===== config.mk =====
export PLATFORM = sky130hd
export DESIGN_NAME = interrupt_flag_enable_bank
export DESIGN_NICKNAME = d
export VERILOG_FILES = /design/src/rtl/irq_bank_pkg.sv /design/src/rtl/interrupt_flag_enable_bank.sv /design/src/rtl/flag_bank_reg.sv
export SDC_FILE = /design/constraint.sdc
export NUM_CORES = 1
export LEC_CHECK = 0
export ABC_AREA = 1
export BUFFER_PORTS_ARGS = -buffer_cell sky130_fd_sc_hd__buf_2
export CORE_MARGIN = 10
export CORE_UTILIZATION = 30
export DETAILED_ROUTE_END_ITERATION = 16
export SETUP_SLACK_MARGIN = 0.1
export SLEW_MARGIN = 20
export SYNTH_ARGS = -nofsm -noshare
export SYNTH_HDL_FRONTEND = slang
export SYNTH_SLANG_ARGS = --single-unit

===== constraint.sdc =====
create_clock -name i_clk_sys -period 1.18 [get_ports i_clk_sys]
set_clock_uncertainty 0.15 [all_clocks]
set_input_delay 0.177 -clock i_clk_sys [delete_from_list [all_inputs] [get_ports i_clk_sys]]
set_output_delay 0.177 -clock i_clk_sys [all_outputs]
set_load 0.05 [all_outputs]

===== src/rtl/irq_bank_pkg.sv =====
// constants of the interrupt flag and enable bank: register indices, field masks,
// bit positions, reset value.
// assumes a 16-bit register port on the system clock, word-indexed addresses.
//
// Overview of operation
// - flag bit shows request occurred, software R/W
// - enable bit allows matching request, software R/W
// - unimplemented bits ignore writes, read zero
// - all bits zero after reset
// - flag register two field positions
// - flag register three field positions
// - flag register four field positions
// - enable register zero bits 14 to 3
// - flag register one bits 2 to 0
// - no CAN controller disables CAN interrupts
// - no audio DAC disables DAC interrupts
// - enable register zero bits 2 to 0
package irq_bank_pkg;

  // register width and default address width
  localparam int DATA_W = 16;
  localparam int ADDR_W_DEF = 4;

  // register indices on the plain port
  localparam logic [3:0] OFS_FLAG_ONE = 4'h0;
  localparam logic [3:0] OFS_FLAG_TWO = 4'h1;
  localparam logic [3:0] OFS_FLAG_THREE = 4'h2;
  localparam logic [3:0] OFS_FLAG_FOUR = 4'h3;
  localparam logic [3:0] OFS_EN_ZERO = 4'h4;

  // value of every bit after reset
  localparam logic [15:0] RESET_VAL = 16'h0000;

  // flag register one positions
  localparam int BIT_COMPARATOR_REQ_FLAG = 2;
  localparam int BIT_I2C_MASTER_REQ_FLAG = 1;
  localparam int BIT_I2C_SLAVE_REQ_FLAG = 0;
  // flag register two positions
  localparam int BIT_DMA_CH4_DONE_FLAG = 14;
  localparam int BIT_PARALLEL_PORT_REQ_FLAG = 13;
  localparam int BIT_DMA_CH3_DONE_FLAG = 4;
  localparam int BIT_CAN_EVENT_FLAG = 3;
  localparam int BIT_CAN_RX_READY_FLAG = 2;
  localparam int BIT_SPI_TWO_EVENT_FLAG = 1;
  localparam int BIT_SPI_TWO_ERROR_FLAG = 0;
  // flag register three positions
  localparam int BIT_CALENDAR_REQ_FLAG = 14;
  localparam int BIT_DMA_CH5_DONE_FLAG = 13;
  localparam int BIT_AUDIO_IF_EVENT_FLAG = 12;
  localparam int BIT_AUDIO_IF_ERROR_FLAG = 11;
  // flag register four positions
  localparam int BIT_DAC_LEFT_FLAG = 15;
  localparam int BIT_DAC_RIGHT_FLAG = 14;
  localparam int BIT_CAN_TX_REQUEST_FLAG = 6;
  localparam int BIT_DMA_CH7_DONE_FLAG = 5;
  localparam int BIT_DMA_CH6_DONE_FLAG = 4;
  localparam int BIT_CHECKSUM_GEN_FLAG = 3;
  localparam int BIT_SERIAL_TWO_ERROR_FLAG = 2;
  localparam int BIT_SERIAL_ONE_ERROR_FLAG = 1;
  // enable register zero positions
  localparam int BIT_DMA_CH1_DONE_EN = 14;
  localparam int BIT_ADC_DONE_EN = 13;
  localparam int BIT_SERIAL_ONE_TX_EN = 12;
  localparam int BIT_SERIAL_ONE_RX_EN = 11;
  localparam int BIT_SPI_ONE_EVENT_EN = 10;
  localparam int BIT_SPI_ONE_ERROR_EN = 9;
  localparam int BIT_TIMER_THREE_EN = 8;
  localparam int BIT_TIMER_TWO_EN = 7;
  localparam int BIT_COMPARE_TWO_EN = 6;
  localparam int BIT_CAPTURE_TWO_EN = 5;
  localparam int BIT_DMA_CH0_DONE_EN = 4;
  localparam int BIT_TIMER_ONE_EN = 3;
  localparam int BIT_COMPARE_ONE_EN = 2;
  localparam int BIT_CAPTURE_ONE_EN = 1;
  localparam int BIT_EXT_IRQ_ZERO_EN = 0;

  // implemented-bit masks, one bit per field above
  localparam logic [15:0] MASK_FLAG_ONE = 16'h0007;
  localparam logic [15:0] MASK_FLAG_TWO = 16'h601f;
  localparam logic [15:0] MASK_FLAG_THREE = 16'h7800;
  localparam logic [15:0] MASK_FLAG_FOUR = 16'hc07e;
  localparam logic [15:0] MASK_EN_ZERO = 16'h7fff;

  // bits that vanish on variants without CAN or audio DAC
  localparam logic [15:0] CAN_BITS_TWO = 16'h000c;
  localparam logic [15:0] CAN_BITS_FOUR = 16'h0040;
  localparam logic [15:0] DAC_BITS_FOUR = 16'hc000;

endpackage


===== src/rtl/interrupt_flag_enable_bank.sv =====
// top of the interrupt flag and enable bank: four flag registers, one enable
// register, a plain register port and the pending vector toward the cpu.
// assumes peripherals pulse their event lines on the system clock, and that the
// flag word matching enable register zero arrives from outside on that clock.
//
// Design decisions made here: the register addresses and strobed register access.
`timescale 1ns/1ps
module interrupt_flag_enable_bank #(
  parameter int ADDR_W = irq_bank_pkg::ADDR_W_DEF,
  parameter bit HAS_CAN = 1'b1,
  parameter bit HAS_DAC = 1'b1
) (
  input wire logic i_clk_sys,
  input wire logic i_resetn,
  input wire logic i_ce,
  // register port
  input wire logic [ADDR_W-1:0] i_addr,
  input wire logic [irq_bank_pkg::DATA_W-1:0] i_wdata,
  input wire logic i_wr,
  input wire logic i_rd,
  output logic [irq_bank_pkg::DATA_W-1:0] o_rdata,
  // peripheral event pulses, one bit per flag position
  input wire logic [irq_bank_pkg::DATA_W-1:0] i_evt_flag_one,
  input wire logic [irq_bank_pkg::DATA_W-1:0] i_evt_flag_two,
  input wire logic [irq_bank_pkg::DATA_W-1:0] i_evt_flag_three,
  input wire logic [irq_bank_pkg::DATA_W-1:0] i_evt_flag_four,
  // flags that pair with enable register zero
  input wire logic [irq_bank_pkg::DATA_W-1:0] i_flag_zero,
  // register contents toward the cpu interrupt logic
  output logic [irq_bank_pkg::DATA_W-1:0] o_flag_one,
  output logic [irq_bank_pkg::DATA_W-1:0] o_flag_two,
  output logic [irq_bank_pkg::DATA_W-1:0] o_flag_three,
  output logic [irq_bank_pkg::DATA_W-1:0] o_flag_four,
  output logic [irq_bank_pkg::DATA_W-1:0] o_en_zero,
  // flag and enable both set, per source
  output logic [irq_bank_pkg::DATA_W-1:0] o_pend_zero
);
  import irq_bank_pkg::*;

  // the index decode compares against four-bit constants
  if (ADDR_W < 3 || ADDR_W > 16) begin : g_addr_check
    $error("ADDR_W must lie between 3 and 16");
  end

  // variant masks: absent peripherals leave their bits unimplemented
  localparam logic [15:0] VAR_MASK_TWO =
    HAS_CAN ? MASK_FLAG_TWO : (MASK_FLAG_TWO & ~CAN_BITS_TWO);
  localparam logic [15:0] VAR_MASK_FOUR_CAN =
    HAS_CAN ? MASK_FLAG_FOUR : (MASK_FLAG_FOUR & ~CAN_BITS_FOUR);
  localparam logic [15:0] VAR_MASK_FOUR =
    HAS_DAC ? VAR_MASK_FOUR_CAN : (VAR_MASK_FOUR_CAN & ~DAC_BITS_FOUR);

  // index widened to the port width for compares
  localparam logic [ADDR_W-1:0] IDX_ONE = ADDR_W'(OFS_FLAG_ONE);
  localparam logic [ADDR_W-1:0] IDX_TWO = ADDR_W'(OFS_FLAG_TWO);
  localparam logic [ADDR_W-1:0] IDX_THREE = ADDR_W'(OFS_FLAG_THREE);
  localparam logic [ADDR_W-1:0] IDX_FOUR = ADDR_W'(OFS_FLAG_FOUR);
  localparam logic [ADDR_W-1:0] IDX_EN = ADDR_W'(OFS_EN_ZERO);

  // write strobes per register
  logic wr_one; // write to flag register one
  logic wr_two; // write to flag register two
  logic wr_three; // write to flag register three
  logic wr_four; // write to flag register four
  logic wr_en; // write to enable register zero

  // current register words
  logic [15:0] flag_one_q;
  logic [15:0] flag_two_q;
  logic [15:0] flag_three_q;
  logic [15:0] flag_four_q;
  logic [15:0] en_zero_q;

  // read path and pending vector state
  logic [15:0] rdata_r; // read answer, valid the cycle after the strobe
  logic [15:0] rdata_nxt;
  logic [15:0] pend_r; // registered pending vector
  logic [15:0] pend_nxt;

  // decode writes; a write to an unmapped index is dropped silently
  always_comb begin
    wr_one = i_wr && (i_addr == IDX_ONE);
    wr_two = i_wr && (i_addr == IDX_TWO);
    wr_three = i_wr && (i_addr == IDX_THREE);
    wr_four = i_wr && (i_addr == IDX_FOUR);
    wr_en = i_wr && (i_addr == IDX_EN);
  end

  // flag register one: comparator and i2c requests
  flag_bank_reg #(
    .IMPL_MASK(MASK_FLAG_ONE)
  ) u_flag_one (
    .i_clk_sys(i_clk_sys),
    .i_resetn(i_resetn),
    .i_ce(i_ce),
    .i_wr(wr_one),
    .i_wdata(i_wdata),
    .i_evt(i_evt_flag_one),
    .o_q(flag_one_q)
  );

  // flag register two: dma 4/3, parallel port, can, spi two
  flag_bank_reg #(
    .IMPL_MASK(VAR_MASK_TWO)
  ) u_flag_two (
    .i_clk_sys(i_clk_sys),
    .i_resetn(i_resetn),
    .i_ce(i_ce),
    .i_wr(wr_two),
    .i_wdata(i_wdata),
    .i_evt(i_evt_flag_two),
    .o_q(flag_two_q)
  );

  // flag register three: calendar, dma 5, audio interface
  flag_bank_reg #(
    .IMPL_MASK(MASK_FLAG_THREE)
  ) u_flag_three (
    .i_clk_sys(i_clk_sys),
    .i_resetn(i_resetn),
    .i_ce(i_ce),
    .i_wr(wr_three),
    .i_wdata(i_wdata),
    .i_evt(i_evt_flag_three),
    .o_q(flag_three_q)
  );

  // flag register four: dac, can tx, dma 7/6, checksum, serial errors
  flag_bank_reg #(
    .IMPL_MASK(VAR_MASK_FOUR)
  ) u_flag_four (
    .i_clk_sys(i_clk_sys),
    .i_resetn(i_resetn),
    .i_ce(i_ce),
    .i_wr(wr_four),
    .i_wdata(i_wdata),
    .i_evt(i_evt_flag_four),
    .o_q(flag_four_q)
  );

  // enable register zero: no hardware source ever sets these bits
  flag_bank_reg #(
    .IMPL_MASK(MASK_EN_ZERO)
  ) u_en_zero (
    .i_clk_sys(i_clk_sys),
    .i_resetn(i_resetn),
    .i_ce(i_ce),
    .i_wr(wr_en),
    .i_wdata(i_wdata),
    .i_evt(16'h0000),
    .o_q(en_zero_q)
  );

  // read mux; unimplemented bits already read zero from the masked registers
  always_comb begin
    rdata_nxt = 16'h0000; // unmapped index and idle cycles answer zero
    if (i_rd) begin
      unique case (i_addr)
        IDX_ONE: begin
          rdata_nxt = flag_one_q;
        end
        IDX_TWO: begin
          rdata_nxt = flag_two_q;
        end
        IDX_THREE: begin
          rdata_nxt = flag_three_q;
        end
        IDX_FOUR: begin
          rdata_nxt = flag_four_q;
        end
        IDX_EN: begin
          rdata_nxt = en_zero_q;
        end
        default: begin
          rdata_nxt = 16'h0000;
        end
      endcase
    end
  end

  // pending: a source asks the cpu only with flag and enable both set;
  // registered, so it trails the flag by one cycle
  always_comb begin
    pend_nxt = i_flag_zero & en_zero_q;
  end

  // read data and pending vector registers; read data hold zero in every enabled cycle
  // outside the answer cycle so a stale word is never mistaken for an answer
  always_ff @(posedge i_clk_sys) begin
    if (!i_resetn) begin
      rdata_r <= RESET_VAL;
      pend_r <= RESET_VAL;
    end else if (i_ce) begin
      rdata_r <= rdata_nxt;
      pend_r <= pend_nxt;
    end
  end

  // all outputs come from flip-flops
  assign o_rdata = rdata_r;
  assign o_flag_one = flag_one_q;
  assign o_flag_two = flag_two_q;
  assign o_flag_three = flag_three_q;
  assign o_flag_four = flag_four_q;
  assign o_en_zero = en_zero_q;
  assign o_pend_zero = pend_r;

endmodule


===== src/rtl/flag_bank_reg.sv =====
// one 16-bit flag or enable register with per-bit implemented mask.
// assumes events and writes come from logic on the same clock.
`timescale 1ns/1ps
module flag_bank_reg #(
  parameter logic [15:0] IMPL_MASK = 16'hffff
) (
  input wire logic i_clk_sys,
  input wire logic i_resetn,
  input wire logic i_ce,
  input wire logic i_wr,
  input wire logic [15:0] i_wdata,
  input wire logic [15:0] i_evt,
  output logic [15:0] o_q
);
  import irq_bank_pkg::*;

  logic [15:0] q_r; // stored bits
  logic [15:0] q_nxt; // next value

  // write loads the whole word, then events are or-ed on top so they win
  always_comb begin
    q_nxt = q_r;
    if (i_wr) begin
      q_nxt = i_wdata;
    end
    q_nxt = (q_nxt | i_evt) & IMPL_MASK;
  end

  // register only; clock enable freezes the word
  always_ff @(posedge i_clk_sys) begin
    if (!i_resetn) begin
      q_r <= RESET_VAL;
    end else if (i_ce) begin
      q_r <= q_nxt;
    end
  end

  assign o_q = q_r;
endmodule


After elaboration in Yosys (flattened, before gate mapping):

Index checks and enable logic that the tools add are counted.

* equal/unequal tests: 4
* muxes and demuxes: 6
* bitwise gates (word level): 5
* reduce and logical (&&, ||, !) cells: 7

Operators by type and width (number)
* 16-bit one-hot mux with 5 select lines: 1
* 16-bit two-way mux: 2
* 15-bit two-way mux: 2
* 15-bit OR: 2
* 16-bit by 15-bit AND with 16-bit output: 1
* 16-bit OR: 1
* 4-bit by 2-bit == test with 1-bit output (second input constant): 2
* 1-bit logical AND: 5
* 4-bit by 1-bit == test with 1-bit output (second input constant): 1
* 4-bit by 3-bit == test with 1-bit output (second input constant): 1
* 4-bit logical NOT: 1
* 3-bit two-way mux: 1
* 3-bit OR: 1
* 2-bit AND reduction: 1

* register bits after elaboration: 69
* input port bits: 105
* output and inout bits: 112

Longest topological paths before layout:

* word-level depth: 4
* depth in mapped cells: 9

Cells and area by module:

Synthesis repeated with hierarchy kept, for this count alone.

* cells, all modules: 676
* area, all modules: 4317.9 sq um

By module, submodules not included
* interrupt_flag_enable_bank: instances 1, cells an instance 350, area each 2145.8 sq um
* flag_bank_reg at u_en_zero: instances 1, cells an instance 115, area each 738.2 sq um
* flag_bank_reg at u_flag_four: instances 1, cells an instance 70, area each 490.5 sq um
* flag_bank_reg at u_flag_two: instances 1, cells an instance 62, area each 412.9 sq um
* flag_bank_reg at u_flag_three: instances 1, cells an instance 43, area each 287.8 sq um
* flag_bank_reg at u_flag_one: instances 1, cells an instance 36, area each 242.7 sq um

Worst setup path before layout:

OpenSTA, ideal clock, no wires.

* path type: register to register
* from: reg u_en_zero.q_r[5] (netlist: u_en_zero.o_q[5])
* to: reg rdata_r[5] (netlist: o_rdata[5])
* library setup time: 0.070 ns
* arrival: 1.040 ns
* slack: -0.081 ns
* stages on the path, launching flop included: 5
* cells stage by stage: dfxtp_1 inv_1 o21ai_0 nand2_1 a21oi_1

* longest elaborated chain between the ends: 2

Ends and longest elaborated chain
* start, declared: line flag_bank_reg.sv:17 `logic [15:0] q_r;`
* start signal, assigned: line flag_bank_reg.sv:34 `q_r <= q_nxt;`
* 16-bit one-hot mux with 5 select lines: line interrupt_flag_enable_bank.sv:158 `unique case (i_addr)`
* 16-bit two-way mux: line interrupt_flag_enable_bank.sv:157 `if (i_rd) begin`
* end signal, assigned: line interrupt_flag_enable_bank.sv:194 `rdata_r <= rdata_nxt;`
* end, declared: line interrupt_flag_enable_bank.sv:75 `logic [15:0] rdata_r;`

No other way between the ends.
A chain may end at the register's enable or synchronous reset.

Worst setup path after layout:

* from: reg u_flag_two.q_r[1] (netlist: u_flag_two.o_q[1])
* to: out o_flag_two[1] (netlist name)

RTL lines
* start, declared: line flag_bank_reg.sv:17
* start signal, assigned: line flag_bank_reg.sv:34
* end, declared: line interrupt_flag_enable_bank.sv:31 `output logic [irq_bank_pkg::DATA_W-1:0] o_flag_two,`

No word-level cell between the ends.

==> results.py <==
metrics = {
    "floorplanning": {
        "dieWidth_um": 127,
        "die-area_mm2": 0.0161,
        "core_area_mm2": 0.0110,
        "die_h_um": 127,
        "start_util": 0.311,
        "num_rows": 38,
        "io_pins": 217,
    },
    "global_route": {
        "grt_max_degree": 36,
        "track_usage": 0.171,
        "grt_overflow": 0,
        "grt_pass1_wl_mm": 22.3,
        "antenna_found_initial": 0,
        "grt_pass1_vias": 4165,
    },
    "critical_path": {
        "cp.required_ns": 0.85,
        "critPathLaunchType": "register",
        "critPathMaxFanout": 2,
        "path_class": "register to output port",
        "cp_num_cells": 1,
        "crit_arrival_ns": 0.86,
        "crit_path_cell_trace": "buf_8",
        "ff2ff_setup_slack_ns": 0.05,
        "cp_num_buf_inv": 1,
        "cpPeakStageDelay_ns": 0.37,
        "reg2regPathDepth": 5,
        "endpoint_kind": "output port",
        "cpMaxStageDelayCell": "dfxtp_2",
        "cp_top_family": "flip-flops",
    },
    "hold_path": {
        "hold_class": "input pin to register",
        "holdPathStages": 3,
    },
    "logic_synthesis": {
        "yosys.area.top_type_share": 0.397,
        "yosysTopAreaCell": "dfxtp_1",
        "yosys-top-cells-area": "dfxtp_1 40%, nand2_1 13%, buf_4 10%",
        "syn_avg_cell_area_um2": 7.17,
        "ys_async_sr_fraction": 0,
        "synth_edf_count": 0,
        "ys_types": 25,
        "ys_seq_area_frac": 0.397,
        "ys_ff_latch": 68,
        "yosysMostFrequentCell": "nand2_1",
        "yosysWarnings": 0,
        "synth_area_mm2": 0.00343,
        "synth_commonest_cells": "120 x nand2_1, 68 x dfxtp_1, 60 x a21oi_1",
        "synthFlopType": "dfxtp_1",
        "syn_inst": 478,
    },
    "cts": {
        "cts_buffers": 9,
        "cts_root_buf": "clkbuf_16",
        "cts.sinks": 68,
        "cts.path.max_buffers": 2,
        "worstSkewPairLatency_ns": 0.33,
        "htree_levels": 3,
        "path_clk_slew_ns": 0.06,
        "cts_tree": "built",
    },
    "sta": {
        "slew_violations": 0,
        "fin_ws_ns": -0.00845,
        "rsz0062_at_grt": "yes",
        "hold_violations": 0,
        "period_share": 1.01,
        "fin_crit_ns": 1.19,
        "hold_ws_ns": 0.0142,
        "max_freq_mhz": 841,
        "setup_viol": 2,
    },
    "detailed_routing": {
        "dr.first_iter.drc_count": 177,
        "viasPerCell": 4.64,
        "route.vias.total": 3964,
        "drt-total-wl_mm": 15.0,
        "dr.pass1.iters": 4,
        "drc": 0,
        "ant_nets": 0,
        "wl_per_cell_um": 17.6,
    },
    "cells_and_area": {
        "syn2layout_area_growth_pct": 93.9,
        "finish.net_count": 815,
        "drive_gt1_frac": 0.573,
        "fill_cells": 925,
        "final_core_util": 0.603,
        "diodes": 0,
    },
    "outcome": {
        "status": "finished, violations left",
        "violations": "setup timing",
    },
    "job": {
        "maxCapViolCount": 0,
    },
    "power_and_ir_drop": {
        "power_density_mw_per_mm2": 1050,
        "total_power_mw": 6.97,
        "peakVddDrop_v": 0.000861,
        "power.leakage_nw": 3.04,
    },
    "place": {
        "routabilityCongestion": 0.877,
        "portBuffers": 129,
        "hpwl_mm": 9.70,
    },
}
==> metrics by stage <==
step | setup TNS [ns] | instance area [µm²] | worst slack, ns | std cells
3_3_place_gp | -9.87 | 4350 | -0.284 | 757
2_1_floorplan | 0 | 3690 | 0.0165 | 521
3_5_place_dp | -11.29 | 4350 | -0.303 | 757
5_1_grt | -0.186 | 6650 | -0.0213 | 855
6_report | -0.00866 | 6650 | -0.00845 | 855
4_1_cts | -0.00690 | 6040 | -0.00338 | 837
==> registers in the layout, indices dropped and copies added, names as in the netlist <==
register          count
u_flag_one.o_q        3
o_rdata              16
u_flag_four.o_q       8
u_flag_two.o_q        7
o_pend_zero          15
u_en_zero.o_q        15
u_flag_three.o_q      4
==> report_power, final <==
part | internal [mW] | total, mW | switching [mW] | leakage [nW]
clock | 1.74 | 2.74 | 1.00 | 0.149
sequential | 2.37 | 2.45 | 0.0803 | 0.589
combinational | 0.663 | 1.78 | 1.12 | 2.30
total | 4.77 | 6.97 | 2.20 | 3.04
==> placed cells by master, fill, tap and decap left out, types with 7 or more instances in the layout <==
| cell | n |
|---|---|
| nand2_1 | 99 |
| buf_8 | 69 |
| buf_2 | 57 |
| buf_4 | 57 |
| dfxtp_2 | 50 |
| conb_1 | 44 |
| a21oi_1 | 42 |
| inv_1 | 38 |
| dlygate4sd3_1 | 27 |
| nand3_2 | 20 |
| buf_6 | 20 |
| nand3_1 | 19 |
| o21ai_2 | 19 |
| a21oi_2 | 18 |
| dfxtp_4 | 18 |
| nand2_2 | 16 |
| nor2_1 | 14 |
| o21ai_0 | 13 |
| clkbuf_16 | 11 |
| nor2_4 | 9 |
| nand2_4 | 9 |
| buf_12 | 9 |
| inv_2 | 7 |
==> worst paths after layout <==
check / from / end
setup reg to reg: u_flag_two.o_q[1]$_SDFFE_PN0P_ / o_rdata[1]$_SDFFE_PN0P_
setup / recovery: u_flag_two.o_q[1]$_SDFFE_PN0P_ / o_flag_two[1]
hold / removal: i_rd / o_rdata[15]$_SDFFE_PN0P_
hold reg to reg: o_rdata[5]$_SDFFE_PN0P_ / o_rdata[5]$_SDFFE_PN0P_
==> layout make-up <==
cell class / instances / area, µm² / area share
multi-input combinational: 339 / 1970 / 0.297
sequential: 68 / 1490 / 0.224
inverter: 49 / 209 / 0.0314
clock buffer: 12 / 256 / 0.0386
timing repair buffer: 243 / 2490 / 0.375
tap: 140 / 175 / 0.0264
clock inverter: 4 / 47.5 / 0.00715
==> timing repair <==
action,CTS,global route
hold endpoints to repair,27,0
setup buffers,36,16
pin swaps,10,48
endpoints found under the setup margin,78,119
hold buffers,28,0
gates resized for setup,271,115
cloned,0,2
==> per-layer routing <==
metal / global-route usage / up-vias / share of wire / wire length, µm
met5: 0 / - / 0 / 0
met4: 0.0529 / 0 / 0.016 / 239
met3: 0.0625 / 18 / 0.074 / 1110
met2: 0.293 / 145 / 0.51 / 7730
met1: 0.194 / 1894 / 0.40 / 5930
li1: - / 1907 / - / -
==> cells by family (layout without fill, tap and decap cells) <==
logic type,after synthesis,in the layout,share of synthesized area
AND/OR/NAND/NOR,194,194,0.253
AO/OA/AOI/OAI,101,101,0.157
flip-flops,68,68,0.397
buffers and inverters,114,308,0.191
other,1,44,0.00109
Note: power is estimated with default switching activity, not from simulation.
